--- src/jrl_pkg.sv ---
// jrl_pkg: offsets, field layouts, reset values and carrier types for the receiver latency register bank
// assumes an 8-bit serial-port register interface with a 12-bit address
package jrl_pkg;

  // register offsets
  localparam logic [11:0] OFF_LINK_ENABLE   = 12'h300;
  localparam logic [11:0] OFF_SUBCLASS      = 12'h301;
  localparam logic [11:0] OFF_ARRIVAL0      = 12'h302;
  localparam logic [11:0] OFF_ARRIVAL1      = 12'h303;
  localparam logic [11:0] OFF_MF_DELAY0     = 12'h304;
  localparam logic [11:0] OFF_MF_DELAY1     = 12'h305;
  localparam logic [11:0] OFF_RELEASE0      = 12'h306;
  localparam logic [11:0] OFF_RELEASE1      = 12'h307;

  // field widths and reset values
  localparam int          FIELD_W           = 5;
  localparam int          CLASS_W           = 3;
  localparam int          EN_W              = 2;
  localparam logic [2:0]  CLASS_SUB0        = 3'h0;
  localparam logic [2:0]  CLASS_SUB1        = 3'h1;
  localparam logic [2:0]  RST_CLASS         = 3'h1;
  localparam logic [4:0]  RST_MF_DELAY      = 5'h00;
  localparam logic [4:0]  RST_RELEASE       = 5'h06;
  localparam logic [4:0]  RELEASE_MAX       = 5'h0a;
  localparam logic [1:0]  RST_ENABLE        = 2'h0;

  // register bus request
  typedef struct packed {
    logic        wrEn;
    logic        rdEn;
    logic [11:0] addr;
    logic [7:0]  wdata;
  } jrl_req_t;

  // per-link configuration handed to the receiver logic
  typedef struct packed {
    logic       linkOn;
    logic       countFrames;
    logic [4:0] mfOffset;
    logic [4:0] releaseOffset;
  } jrl_link_cfg_t;

endpackage

--- src/jrl_regs.sv ---
// jrl_regs: control and status register bank for the two-link serial receiver latency alignment
// assumes register requests and link tick strobes are already on sys_clk
//
// Contract
// RULE1 - enable field bit 0 turns on link 0, bit 1 turns on link 1
// RULE2 - software sets enables only after lane layer powered up and calibrated
// RULE3 - per link, read-only five-bit word-clock count from receive tick to last boundary
// RULE4 - per link, writable five-bit offset of receive tick; frames in class 1, words in 0
// RULE5 - per link, writable five-bit buffer release point in word clocks, resets to six
// RULE6 - software never programs buffer release above ten
// RULE7 - three-bit class field: 000 selects class 0, 001 class 1; reset class 1
// RULE8 - software enables links only after parameters set and clock multiplier locked
`timescale 1ns/1ps
module jrl_regs
  import jrl_pkg::*;
(
  // clock, reset, enable
  input  wire logic          sys_clk,
  input  wire logic          nrst,
  input  wire logic          clkEn,
  // register access
  input  wire jrl_req_t      req,
  output logic [7:0]         rdata,
  output logic               rvalid,
  // link timing strobes
  input  wire logic [1:0]    localMultiframeTick,
  input  wire logic [1:0]    receiveMultiframeTick,
  input  wire logic [1:0]    lastBoundaryArrived,
  // configuration to the link logic
  output jrl_link_cfg_t      linkCfgA,
  output jrl_link_cfg_t      linkCfgB
);

  typedef struct packed {
    logic [1:0] enable;
    logic [2:0] syncClass;
    logic [4:0] mfOff0;
    logic [4:0] mfOff1;
    logic [4:0] relOff0;
    logic [4:0] relOff1;
    logic [4:0] skewCnt0;
    logic [4:0] skewCnt1;
    logic [1:0] counting;
    logic [4:0] skew0;
    logic [4:0] skew1;
    logic [7:0] rdata;
    logic       rvalid;
  } jrl_state_t;

  jrl_state_t st_reg;
  jrl_state_t st_next;

  // widen a five-bit field into a byte with zero reserved bits
  function automatic logic [7:0] pad5(input logic [4:0] v);
    return {3'h0, v};
  endfunction

  // advance one arrival counter: restart on receive tick, freeze on boundary
  function automatic logic [5:0] stepCount(input logic run, input logic [4:0] cnt,
                                           input logic rxTick, input logic arrived);
    logic [5:0] r;
    r = {run, cnt};
    if (rxTick) begin
      r = {1'b1, 5'h00};
    end else if (run && arrived) begin
      r = {1'b0, cnt};
    end else if (run && cnt != 5'h1f) begin
      r = {1'b1, 5'(cnt + 5'h01)};
    end
    return r;
  endfunction

  // next-state logic
  always_comb begin
    logic [5:0] s0;
    logic [5:0] s1;
    s0 = 6'h00;
    s1 = 6'h00;
    st_next = st_reg;
    st_next.rvalid = 1'b0;
    // register writes
    if (req.wrEn) begin
      unique case (req.addr)
        OFF_LINK_ENABLE: st_next.enable = req.wdata[EN_W-1:0];      // [RULE1]
        OFF_SUBCLASS: begin
          if (req.wdata[CLASS_W-1:0] == CLASS_SUB0 || req.wdata[CLASS_W-1:0] == CLASS_SUB1) begin
            st_next.syncClass = req.wdata[CLASS_W-1:0];             // [RULE7]
          end
        end
        OFF_MF_DELAY0: st_next.mfOff0 = req.wdata[FIELD_W-1:0];     // [RULE4]
        OFF_MF_DELAY1: st_next.mfOff1 = req.wdata[FIELD_W-1:0];     // [RULE4]
        OFF_RELEASE0:  st_next.relOff0 = req.wdata[FIELD_W-1:0];    // [RULE5]
        OFF_RELEASE1:  st_next.relOff1 = req.wdata[FIELD_W-1:0];    // [RULE5]
        default: ;
      endcase
    end
    // arrival measurement per link, only while the link is enabled
    s0 = stepCount(st_reg.counting[0], st_reg.skewCnt0, receiveMultiframeTick[0], lastBoundaryArrived[0]);
    s1 = stepCount(st_reg.counting[1], st_reg.skewCnt1, receiveMultiframeTick[1], lastBoundaryArrived[1]);
    if (st_reg.enable[0]) begin
      st_next.counting[0] = s0[5];
      st_next.skewCnt0 = s0[4:0];
      if (st_reg.counting[0] && lastBoundaryArrived[0] && !receiveMultiframeTick[0]) begin
        st_next.skew0 = st_reg.skewCnt0;                            // [RULE3]
      end
    end else begin
      st_next.counting[0] = 1'b0;
    end
    if (st_reg.enable[1]) begin
      st_next.counting[1] = s1[5];
      st_next.skewCnt1 = s1[4:0];
      if (st_reg.counting[1] && lastBoundaryArrived[1] && !receiveMultiframeTick[1]) begin
        st_next.skew1 = st_reg.skewCnt1;                            // [RULE3]
      end
    end else begin
      st_next.counting[1] = 1'b0;
    end
    // register reads, reserved bits zero, unmapped reads zero
    if (req.rdEn) begin
      st_next.rvalid = 1'b1;
      unique case (req.addr)
        OFF_LINK_ENABLE: st_next.rdata = {6'h00, st_reg.enable};
        OFF_SUBCLASS:    st_next.rdata = {5'h00, st_reg.syncClass};
        OFF_ARRIVAL0:    st_next.rdata = pad5(st_reg.skew0);        // [RULE3]
        OFF_ARRIVAL1:    st_next.rdata = pad5(st_reg.skew1);        // [RULE3]
        OFF_MF_DELAY0:   st_next.rdata = pad5(st_reg.mfOff0);
        OFF_MF_DELAY1:   st_next.rdata = pad5(st_reg.mfOff1);
        OFF_RELEASE0:    st_next.rdata = pad5(st_reg.relOff0);
        OFF_RELEASE1:    st_next.rdata = pad5(st_reg.relOff1);
        default:         st_next.rdata = 8'h00;
      endcase
    end
  end

  // state register, frozen while clkEn is low
  always_ff @(posedge sys_clk or negedge nrst) begin
    if (!nrst) begin
      st_reg <= '0;
      st_reg.syncClass <= RST_CLASS;                                // [RULE7]
      st_reg.relOff0 <= RST_RELEASE;                                // [RULE5]
      st_reg.relOff1 <= RST_RELEASE;                                // [RULE5]
      st_reg.mfOff0 <= RST_MF_DELAY;
      st_reg.mfOff1 <= RST_MF_DELAY;
      st_reg.enable <= RST_ENABLE;
    end else if (clkEn) begin
      st_reg <= st_next;
    end
  end

  // outputs to the bus and the link logic
  assign rdata = st_reg.rdata;
  assign rvalid = st_reg.rvalid;
  assign linkCfgA = '{linkOn: st_reg.enable[0], countFrames: st_reg.syncClass == CLASS_SUB1,
                      mfOffset: st_reg.mfOff0, releaseOffset: st_reg.relOff0};  // [RULE1] [RULE4]
  assign linkCfgB = '{linkOn: st_reg.enable[1], countFrames: st_reg.syncClass == CLASS_SUB1,
                      mfOffset: st_reg.mfOff1, releaseOffset: st_reg.relOff1};  // [RULE1] [RULE4]
endmodule

--- config.mk ---
export PLATFORM = sky130hd
export DESIGN_NAME = jrl_regs
export DESIGN_NICKNAME = d
export VERILOG_FILES = /design/src/jrl_pkg.sv /design/src/jrl_regs.sv
export SDC_FILE = /design/constraint.sdc
export NUM_CORES = 1
export LEC_CHECK = 0
export BUFFER_PORTS_ARGS = -buffer_cell sky130_fd_sc_hd__buf_4
export CAP_MARGIN = 20
export CORE_UTILIZATION = 40
export CTS_CLUSTER_SIZE = 14
export DETAILED_ROUTE_END_ITERATION = 16
export PLACE_DENSITY = 0.7
export SYNTH_ARGS = -nofsm -noshare
export SYNTH_HDL_FRONTEND = slang
export SYNTH_SLANG_ARGS = --single-unit
--- constraint.sdc ---
create_clock -name sys_clk -period 2.52 [get_ports sys_clk]
set_input_delay 0.378 -clock sys_clk [delete_from_list [all_inputs] [get_ports sys_clk]]
set_output_delay 0.378 -clock sys_clk [all_outputs]
set_load 0.01 [all_outputs]
==> results of run 1 <==
[critical path, stage by stage (launching register included)]
cell      delay (ns)
dfrtp_1         0.43
ha_1            0.24
and3_1          0.19
ha_1            0.17
nor3b_1         0.18
o211ai_1        0.24
nand2b_1        0.27
o31ai_1         0.20
[metrics by stage]
stage	utilization [%]	instance area, µm²
3_3_place_gp	45.90	3136
5_1_grt	47.22	3226
2_1_floorplan	-	2867
3_5_place_dp	45.90	3136
6_report	47.22	3226
4_1_cts	47.22	3226
[logic make-up after synthesis]
kind of cell / count (synthesis) / synth area share (%)
other cells: 1 / 0.1312
simple gates: 60 / 13.79
buf+inv: 46 / 10.28
flops: 53 / 46.61
fa+ha+maj: 4 / 1.751
compound gates: 41 / 9.804
mux: 43 / 17.64
[routing by layer]
layer  track usage (%)  wire length [µm]  vias up
met5                 0                 0        -
met4             4.545                78        0
met3             2.381               165        8
met2             26.62              2855       38
met1             23.65              2767      979
li1                  -                 -      919
[power by group through the flow]
stage          clock (µW)  combinational, µW  sequential, µW
3_3_place_gp            0                116             874
2_1_floorplan           0               54.4             874
5_1_grt               533                128             859
6_report              484                116             858
3_5_place_dp            0                117             875
4_1_cts               502                117             858
[Yosys cell counts, types with 2 or more instances]
| cell type | count | area share, % |
|---|---|---|
| a21oi_1 | 4 | 0.70 |
| a22o_1 | 3 | 0.92 |
| a31oi_1 | 2 | 0.44 |
| a32o_1 | 3 | 1.1 |
| and2_1 | 3 | 0.66 |
| and3_1 | 2 | 0.44 |
| and3b_1 | 2 | 0.61 |
| buf_2 | 4 | 0.70 |
| buf_4 | 31 | 8.1 |
| clkbuf_1 | 3 | 0.39 |
| dfrtp_1 | 48 | 42 |
| dfstp_2 | 5 | 4.6 |
| ha_1 | 4 | 1.8 |
| inv_1 | 8 | 1.1 |
| mux2_2 | 34 | 13 |
| mux2i_1 | 5 | 1.8 |
| mux4_2 | 2 | 1.6 |
| nand2_1 | 16 | 2.1 |
| nand2b_1 | 3 | 0.66 |
| nand3_1 | 4 | 0.70 |
| nand3b_1 | 2 | 0.53 |
| nand4_1 | 5 | 1.1 |
| nor2_1 | 7 | 0.92 |
| nor2b_1 | 3 | 0.66 |
| nor3b_1 | 3 | 0.79 |
| nor4_4 | 2 | 1.5 |
| o211ai_1 | 5 | 1.3 |
| o21ai_0 | 14 | 2.5 |
[layout make-up]
class                   count  area [µm²]  area share [%]
flip-flops and latches     53        1333           41.31
clock buffers               8       90.09           2.793
inverters                   8       30.03          0.9310
well taps                  96       120.1           3.724
repair buffers             55       412.9           12.80
multi-input cells         151        1240           38.44
[final timing paths]
path | to | slack, ns | depth (start not counted)
min | linkCfgB[8] | 0.11 | 1
max reg2reg | st_reg[24] | 0.51 | 7
max | st_reg[24] | 0.51 | 7
min in group sys_clk | rdata[0] | 0.30 | 2
min reg2reg | rdata[3] | 0.51 | 1
max in group asynchronous | linkCfgA[0] | 1.97 | 1
==> impl.org, run 1 <==
** Power
- Leakage :: 0.001547 µW
- Of the total power, the share spent switching nets is 22.87%.
- The share of total power dissipated in the clock network is 33.2%.
- Combinational Power Share :: 8.0%
- Pint :: 1125 µW
- In this run the power density over the cells is 452.1 mW/mm².
- Summing internal, switching and leakage power gives 1458 µW.
- Largest voltage drop on the vdd net :: 221.1 µV
- In this run the power spent charging and discharging nets is 333.5 µW.
- Register share of total power :: 58.8%

** Clock tree
- Clock network latency to the later pin of the worst-skew pair :: 0.30 ns
- Clock root buffer :: clkbuf_8
- In this run, CTS created clock tree buffers numbering 5.
- Clock-pin slew was measured on the worst setup and hold paths at 0.09 ns.
- Cts repair resizes :: 0
- The clock tree synthesis step divided the H-tree into 2 levels.
- Clock Tree Buf Depth :: 2
- CTS saw 53 sinks.
- Quantity of hold-fixing buffers added after cts :: 0
- TritonCTS built the clock tree.
- Number of setup buffers added after CTS :: 0

** Critical path
- By startpoint and endpoint, the worst setup path is classified as reg2reg.
- STA classifies the critical path startpoint as a register.
- At the worst endpoint, the required time is 2.73 ns.
- Maximum fanout along the worst path :: 8
- Arr. time, crit path :: 2.22 ns
- STA classifies the critical path endpoint as a register.
- The startpoint identified for the worst register-to-register timing path is st_reg[21].
- The critical path starts at st_reg[21].

** Die
- Top Ports :: 64
- Number of placement rows :: 30
- The core region is 0.006832 mm².
- For this configuration, the core starts out at a cell density of 41.85%.
- Floorplan die height :: 86.54 µm
- Die extent in x :: 86.54 µm
- Floorplan die area :: 0.007489 mm²

** Routing
- Once detail routing completed, the nets flagged for antenna violations numbered 0.
- Vias per cell :: 5.240
- The routed design has 5866 µm of wire.
- DR WL/cell :: 15.81 µm
- Drc violations :: 0
- Initial detailed-routing violation count :: 138
- DR pass1 iterations :: 4
- Vias post-DR :: 1944

** GRT
- Entering global routing, the biggest net connects 54 pins.
- Global-route congestion overflow total :: 0
- The number of global-route vias before repair came to 1873.
- The first global-routing pass estimated 9618 µm of wire.
- Global routing usage summed across all routing layers :: 16.62%
- Antenna violations before repair :: 0

** STA
- Once routing completed, OpenROAD measured the worst setup slack at 0.5132 ns.
- Max transition margin :: 55.47%
- For the pin with the worst max-slew slack, the measured transition is 0.6679 ns.
- Post-route worst hold slack :: 0.1143 ns
- Dividing the final minimum period by the clock period gives 79.64%.
- Max Slew Vio Count :: 0
- Unrepaired setup endpoints after global routing :: false
- Highest clock frequency the design can meet :: 498.3 MHz
- Final number of setup-violating endpoints :: 0
- Final Skew :: 0.006569 ns
- The number of failing hold endpoints at the final stage came to 0.
- Minimum period implied by the final worst setup slack :: 2.007 ns
- Setup TNS :: 0 ns

** Logic synthesis
- Syn_area_per_cell :: 11.53 µm²
- Most used flip-flop cell after synthesis :: dfrtp_1
- Number of storage elements in the synthesis netlist :: 53
- Summing every instance area after synthesis gives 0.002859 mm².
- Gate Count Post-Synth :: 248
- Summing the sequential cell areas from Yosys gives 46.61% of the chip area.
- After synthesis, the share of flip-flops with an asynchronous set or reset is 100.0%.
- Yosys warning total :: 0
- Cell variety after synth :: 49
- Yosys mapped a number of flops with a built-in enable equal to 0.

** Cells and area
- Fill cells in the final layout number 637.
- In the layout the commonest cells are buf_4 (55), dfrtp_1 (48), mux2_2 (34), nand2_1 (16), o21ai_0 (14).
- After the last flow step, the layout net total stands at 309.
- Number of flip-flops in the largest register :: 25
- P&R area growth vs syn :: 12.82%
- In the final layout, the share of cells above drive strength 1 is 40.36%.
- After the flow finishes, the layout carries non-filler instances totaling 371.
- Leaving out fill and tap cells, the most frequent cell in the layout is buf_4.
- 0 antenna diodes ended up in the layout.

** Placement
- Buffers added on ports :: 55
- Cell Count Post-Placement :: 363
- Summed over all nets, the half-perimeter wirelength after detailed placement is 4360 µm.
- Setup slack after placement :: 0.4413 ns
- The congestion estimate from routability-driven global placement came to 0.7661.

** Hold path
- Worst hold path class :: in2async

** Outcome
- Status :: finished, final reports clean

** Flow run
- Count of maximum capacitance violations :: 0
Note: power is estimated with default switching activity, not from simulation.
==> run 2: changes to the inputs <==
--- a/config.mk
+++ b/config.mk
@@ -5,6 +5,7 @@
 export SDC_FILE = /design/constraint.sdc
 export NUM_CORES = 1
 export LEC_CHECK = 0
+export ABC_AREA = 1
 export BUFFER_PORTS_ARGS = -buffer_cell sky130_fd_sc_hd__buf_4
 export CAP_MARGIN = 20
 export CORE_UTILIZATION = 40
==> constraint.sdc (replaced) <==
create_clock -name sys_clk -period 2 [get_ports sys_clk]
set_input_delay 0.3 -clock sys_clk [delete_from_list [all_inputs] [get_ports sys_clk]]
set_output_delay 0.3 -clock sys_clk [all_outputs]
set_load 0.01 [all_outputs]
==> run 2 against run 1 <==
Utilization is 0.90 points higher. Clock-buffer cell count is 3 lower. Power is 34% higher. Via count is 23% higher. Sequential share of layout area is 1.2 points lower. Wire length is 2.6% higher. Global-route usage is 0.84 points higher. Sequential cell count stayed put. Critical path depth is 3 higher.
==> impl.org, run 2 <==
** Outcome
- Status :: finished, final reports clean

** Routing
- DR WL/cell :: 12.31 µm
- Drc violations :: 0
- The detailed router finished its first iteration with 168 violations.
- Remaining antenna violation count after routing :: 0
- The routed layout has 2383 vias.
- Wires add up to 6020 µm.
- The pre-antenna-repair detailed-routing pass consisted of 4 iterations.
- Using the TritonRoute via totals, the vias-per-cell ratio works out to 4.873.

** Die
- For this configuration, the core starts out at a cell density of 42.01%.
- Die extent in x :: 87.17 µm
- Floorplan die height :: 87.17 µm
- 64 I/O pins were placed.
- Core ar. :: 0.006907 mm²
- In this run the core area contains 30 standard-cell rows.
- The die covers 0.007599 mm².

** GRT
- Vias in the first global route :: 2179
- Largest net degree at the start of global routing :: 54
- Global-route congestion overflow total :: 0
- Global routing usage summed across all routing layers :: 17.47%
- Antenna violations before repair :: 0
- First-pass GRT wire length :: 10210 µm

** Cells and area
- Antenna cells :: 0
- In the final layout, the multi-input gates occupy 0.001195 mm².
- Fill cell instance count of the final layout :: 674
- The register with the most flip-flops in the layout has 25 of them.
- For this run, the post-layout net count is 427.
- Leaving out fill and tap cells, the most frequent cell in the layout is nand2_1.
- Final Instance Count excl. Fillers :: 489
- Commonest non-fill, non-tap cells in the layout :: nand2_1 (93), buf_4 (55), dfrtp_1 (48), nand3_1 (44), o21ai_0 (35)
- P&R area growth vs syn :: 14.53%
- Area occupied by registers :: 0.001333 mm²
- The post-route netlist has 22.14% of its cells at a drive strength greater than 1.

** Logic synthesis
- Most used standard cell by instance count after synthesis :: nand2_1
- Counting flops and latches in the post-synthesis netlist gives 53.
- Most used flip-flop cell after synthesis :: dfrtp_1
- Cell type with the largest total area after synthesis :: dfrtp_1
- Cell types with the largest area share after synthesis :: dfrtp_1 (41%), nand2_1 (12%), buf_4 (8.0%)
- Cell variety after synth :: 28
- Yosys warning total :: 0
- Sequential area share after synthesis :: 45.92%
- Counting flops with a built-in enable in the synthesized netlist gives 0.
- Each instance of the synthesized netlist takes up on average 8.015 µm².
- Asr flop ratio synth :: 100.0%
- Gate Count Post-Synth :: 362
- Area of the mapped netlist :: 0.002902 mm²
- Fraction of synthesized cell area taken by the top area cell type :: 41.40%
- In the synthesized netlist, the cells that appear most often are nand2_1 (93), dfrtp_1 (48), nand3_1 (44), o21ai_0 (35).

** Critical path
- Launch instance of the worst register-to-register path :: st_reg[26]
- The worst setup path is of the reg2reg kind.
- STA puts the critical path data required time at 2.21 ns.
- Following the worst setup path forward leads to its endpoint at st_reg[28].
- The worst register-to-register path ends at st_reg[28].
- Cells on worst reg2reg path :: 10
- The critical path goes through ha_1 > nand2_1 > nor2_1 > ha_1 > nor2_1 > nor2_1 > nor2_2 > inv_1 > a21oi_1 > a21oi_1.
- Worst path max stage delay :: 0.41 ns
- Worst-case register-to-register setup slack :: 0.23 ns
- Tracing the worst setup path back leads to its startpoint at st_reg[26].
- The critical path runs through a total of 10 cells.
- The cell that appears most often on the critical path is nor2_1.
- Critical path buffers and inverters :: 1
- Kind of start point of the critical path :: register
- Data on the critical path arrives at its endpoint at 1.98 ns.
- On the critical path, the stage with the largest delay is an instance of dfrtp_1.
- Category of cells accounting for the largest share of critical-path delay :: simple AND/OR/NAND/NOR gates
- Setup crit end kind :: register
- Along the worst path, the maximum fanout reaches 10.

** Placement
- Placed wire-length estimate :: 4463 µm
- Buffers added on ports :: 55
- Once placement completed, the tool counted placed cells totaling 481.
- Final RePlAce weighted congestion :: 0.7672

** Clock tree
- Clock Tree Buf Depth :: 2
- The number of clock buffers added by TritonCTS is 5.
- The root buffer cell chosen for the clock tree is clkbuf_8.
- Quantity of hold-fixing buffers added after cts :: 0
- After clock tree synthesis, the clock-pin slew on the worst setup and hold paths is 0.10 ns.
- The tree built by TritonCTS fans out to 53 sinks.
- The clock tree synthesis step divided the H-tree into 2 levels.
- CTS tree :: yes
- Clock network latency to the later pin of the worst-skew pair :: 0.31 ns

** Power
- In this run the power density over the cells is 589.5 mW/mm².
- IR analysis of the VDD net gives a maximum drop of 260.8 µV.
- For this design the static power due to leakage is 0.001735 µW.

** STA
- The number of failing hold endpoints at the final stage is 0.
- The count of pins over their slew limit was 0.
- Highest clock frequency the design can meet :: 564.3 MHz
- Minimum period implied by the final worst setup slack :: 1.772 ns
- Measured against its own limit, the worst slew margin works out to 55.58%.
- Unrepaired setup endpoints after global routing :: false
- Final Skew :: 0.009090 ns
- At the pin with the least slew margin, the transition time is 0.6664 ns.
- Ratio of final minimum period to clock period :: 88.60%
- Final number of setup-violating endpoints :: 0
- Setup TNS :: 0 ns

** Hold path
- The worst hold path belongs to the class in2async.

** Flow run
- Max-cap violations in this run came to 0.
==> run 2: cell families (layout without fill, tap and decap cells) <==
group                    count (synthesis)  after routing  share of synthesized area [%]
other                                    1              3                         0.1292
adder cells (fa/ha/maj)                  4              4                          1.725
AND/OR/NAND/NOR                        182            182                          28.16
AO/OA/AOI/OAI                           48             48                          8.711
XOR/XNOR                                 2              2                         0.6038
multiplexers                             3              3                          1.423
flip-flops                              53             53                          45.93
buffers and inverters                   69             98                          13.32
==> run 2: layout make-up <==
| type | instances | share of cell area [%] |
|---|---|---|
| sequential | 53 | 40.10 |
| multi-input combinational | 242 | 35.96 |
| inverter | 34 | 3.840 |
| timing repair buffer | 56 | 13.03 |
| tap | 96 | 3.614 |
| clock buffer | 5 | 2.071 |
| clock inverter | 3 | 1.393 |
==> run 2: layer usage <==
layer  vias up  global-route usage (%)  routed length, µm
met3         6                   3.223                278
met2        65                   27.34               2740
met5         -                       0                  0
li1       1197                       -                  -
met4         0                   5.812                 84
met1      1115                   24.46               2917
==> run 2: worst min path at each step <==
stage / from / endpoint / slack (ns) / cells past startpoint
3_5_place_dp: nrst / linkCfgB[3] / 0.38 / 1
3_3_place_gp: nrst / linkCfgB[3] / 0.37 / 1
6_report: nrst / linkCfgB[3] / 0.01 / 1
5_1_grt: nrst / st_reg[16] / 0.07 / 1
4_1_cts: nrst / linkCfgB[3] / 0.04 / 1
2_1_floorplan: nrst / linkCfgA[0] / 0.004 / 0
==> run 2: through the flow <==
step           setup WS, ns  utilization [%]  hold WS, ns  area [µm²]  power (µW)
2_1_floorplan        0.4202                -     0.004409        2909        1163
3_3_place_gp         0.2801            46.38       0.3729        3203        1240
3_5_place_dp         0.2129            46.38       0.3788        3203        1243
4_1_cts              0.1944            48.04      0.03806        3318        1978
5_1_grt             0.05619            48.12      0.07449        3323        2033
6_report             0.2280            48.12      0.01200        3323        1959
==> run 2: report_power, final <==
| part | switching [µW] | total, µW | internal (µW) |
|---|---|---|---|
| registers | 4.44 | 1080 | 1080 |
| clock network | 364 | 739 | 375 |
| logic | 86.1 | 138 | 51.9 |
| total | 455 | 1960 | 1500 |
==> run 2: repair_timing <==
item	4_1_cts	5_1_grt
setup endpoints to repair	0	1
gates resized for setup	0	1
buffers inserted	0	0
==> run 3: changes to the inputs <==
--- a/config.mk
+++ b/config.mk
@@ -7,7 +7,7 @@
 export LEC_CHECK = 0
 export ABC_AREA = 1
 export BUFFER_PORTS_ARGS = -buffer_cell sky130_fd_sc_hd__buf_4
-export CAP_MARGIN = 20
+export CORE_ASPECT_RATIO = 0.8
 export CORE_UTILIZATION = 40
 export CTS_CLUSTER_SIZE = 14
 export DETAILED_ROUTE_END_ITERATION = 16
==> run 3 against run 2 <==
Wire length grew 0.70%. Sequential share of layout area shrank 0.090 points. Die area is essentially flat. Utilization shrank 0.26 points. Register-to-register slack is essentially flat. Global-route usage shrank 0.40 points. Critical endpoint unchanged. Clock skew shrank 0.0045 ns. Combinational power is essentially flat. Largest power group unchanged. Fmax grew 0.43%. Non-clock buffer count is the same.
==> impl.org, run 3 (synthesis gave the netlist of run 2 again) <==
** GRT
- Global routing usage summed across all routing layers :: 17.06%
- Largest net degree at the start of global routing :: 54
- Vias in the first global route :: 2248
- Global routing finished with a remaining overflow of 0.
- The first global-routing pass estimated 10450 µm of wire.
- Antenna violations before repair :: 0

** Clock tree
- TritonCTS built the clock tree.
- Number of buffers created by CTS :: 5
- CTS clk-pin slew, worst paths :: 0.10 ns
- Level count of the clock H-tree :: 2
- Counting every sink on the clock net gives 53.
- Once the clock tree was built, the setup fixing pass inserted 0 buffers.
- Clock root buffer :: clkbuf_8
- Clock network latency to the later pin of the worst-skew pair :: 0.30 ns
- Clock Tree Buf Depth :: 2

** Die
- The floorplan step set the die width to 97.22 µm.
- Floorplan die height :: 78.18 µm
- Number of placement rows :: 27
- After floorplanning, the core was sized to cover 0.006959 mm².
- During I/O placement, the number of pins put on the boundary was 64.
- The die covers 0.007601 mm².
- Once the floorplan was initialized, standard cells occupied 41.69% of the core.

** Cells and area
- Leading cell type in the layout, fill and taps excluded :: nand2_1
- Number of flip-flops in the largest register :: 25
- From synthesis to final layout, the design area changed by 14.79%.
- Final nets :: 427
- Antenna cells :: 0
- Fraction of layout cells with a size suffix above 1 :: 22.14%
- After filler insertion, the fill cell instance count of the layout stands at 685.
- Once layout is complete, the utilization of the core stands at 47.86%.
- Commonest non-fill, non-tap cells in the layout :: nand2_1 (93), buf_4 (55), dfrtp_1 (48), nand3_1 (44), o21ai_0 (35)

** Routing
- Across all layers, the routed design uses 2331 vias.
- WL met3 :: 266 µm
- For this run, design rule violations remaining after detail routing come to 0.
- Met2 WL :: 2860 µm
- The highest metal layer carrying signal wires in the routed design is met4.
- DR WL/cell :: 12.63 µm
- Using the TritonRoute via totals, the vias-per-cell ratio works out to 4.856.
- Post-Route M1 WL :: 2900 µm
- The pre-antenna-repair detailed-routing pass consisted of 6 iterations.
- Overall routed net length :: 6062 µm
- Initial detailed-routing violation count :: 158
- Remaining antenna violation count after routing :: 0

** Critical path
- Maximum fanout along the worst path :: 10
- The most critical setup path has its startpoint at st_reg[26].
- STA classifies the critical path startpoint as a register.
- Cells on worst reg2reg path :: 10
- Setup crit end kind :: register
- The worst register-to-register path has a setup slack of 0.24 ns.
- At the worst endpoint, the arrival time is 1.97 ns.
- Endpoint required time on the critical path :: 2.20 ns
- Launch instance of the worst register-to-register path :: st_reg[26]
- The setup path with the least slack is of type reg2reg.

** Power
- Internal power comes to 1627 µW.
- IR analysis of the VDD net gives a maximum drop of 274.7 µV.
- Psw :: 446.9 µW
- Leakage :: 0.001748 µW
- Clk pwr share :: 41.2%
- Combinational logic burns 6.7% of the power.
- After layout, the design draws a total of 2074 µW.
- In this run the power density over the cells is 622.7 mW/mm².
- Net switching is 21.55% of the power.
- Registers are responsible for 52.2% of the overall power.

** Flow run
- Count of maximum capacitance violations :: 0

** Hold path
- The worst hold path belongs to the class in2async.

** Placement
- Placed wire-length estimate :: 4478 µm
- Final RePlAce weighted congestion :: 0.7900
- During placement, the flow inserted port buffers numbering 55.

** STA
- Setup violations remaining at the end of the flow were counted as 0.
- The worst path uses 88.23% of the clock period.
- The count of pins over their slew limit came to 0.
- The number of failing hold endpoints at the final stage came to 0.
- Setup TNS :: 0 ns
- Max transition margin :: 55.89%
- Minimum period implied by the final worst setup slack :: 1.765 ns
- The clock arrives with 0.004562 ns of skew.
- Highest clock frequency the design can meet :: 566.7 MHz
- Unrepaired setup endpoints after global routing :: false
- At the pin with the least slew margin, the transition time is 0.6617 ns.

** Outcome
- Status :: finished, final reports clean
-- run 3: cell count changes in the layout (fill, tap and decap cells not counted) --
cell and delta:
clkinv_4 -1, clkinv_2 +1, clkinvlp_4 -1, bufinv_16 +1
-- run 3: cell type report --
| cell class | instances | area (µm²) | share of cell area, % |
|---|---|---|---|
| Timing Repair Buffer | 56 | 432.9 | 13.00 |
| Inverter | 34 | 127.6 | 3.832 |
| Clock buffer | 5 | 68.82 | 2.066 |
| Sequential cell | 53 | 1333 | 40.01 |
| Tap cell | 87 | 108.9 | 3.268 |
| Clock inverter | 3 | 65.06 | 1.953 |
| Multi-Input combinational cell | 242 | 1195 | 35.88 |
-- run 3: per-stage QoR --
| step | cells | setup WS (ns) | hold slack [ns] | cell area, µm² |
|---|---|---|---|---|
| 2_1_floorplan | 364 | 0.4202 | 0.004409 | 2909 |
| 3_3_place_gp | 472 | 0.2813 | 0.3774 | 3192 |
| 3_5_place_dp | 472 | 0.2383 | 0.3817 | 3192 |
| 4_1_cts | 480 | 0.2109 | 0.04285 | 3326 |
| 5_1_grt | 480 | 0.03809 | 0.06453 | 3331 |
| 6_report | 480 | 0.2355 | 0.01803 | 3331 |
-- run 3: power groups by stage --
stage                     clock network, µW  logic (µW)  registers (µW)
after floorplan                           0        59.5            1100
after global placement                    0         137            1100
after detailed placement                  0         140            1100
after CTS                               870         140            1080
after global routing                    915         156            1080
final                                   854         138            1080
-- run 3: final timing paths --
| kind | to |
|---|---|
| setup reg to reg | st_reg[28] |
| max in group asynchronous | st_reg[28] |
| hold / removal | linkCfgB[4] |
| min in group sys_clk | linkCfgB[2] |
| hold reg to reg | rdata[1] |
| setup / recovery | st_reg[28] |
-- run 3: layer usage --
metal | up-vias | global-route usage, %
li1 | 1193 | -
met1 | 1085 | 23.55
met2 | 51 | 27.46
met3 | 2 | 3.829
met4 | 0 | 3.971
met5 | - | 0
-- run 3: worst max-delay path, cell delays in order, from the launching register on --
cell and delay [ns]:
dfrtp_1 0.41, ha_1 0.22, nand2_1 0.08, nor2_1 0.05
ha_1 0.17, nor2_1 0.09, nor2_1 0.06, nor2_2 0.28
inv_1 0.10, a21oi_1 0.14, a21oi_1 0.05
-- run 3: repair_timing --
item,CTS,global route
hold buffers,0,0
setup endpoints to repair,0,1
gates resized for setup,0,1
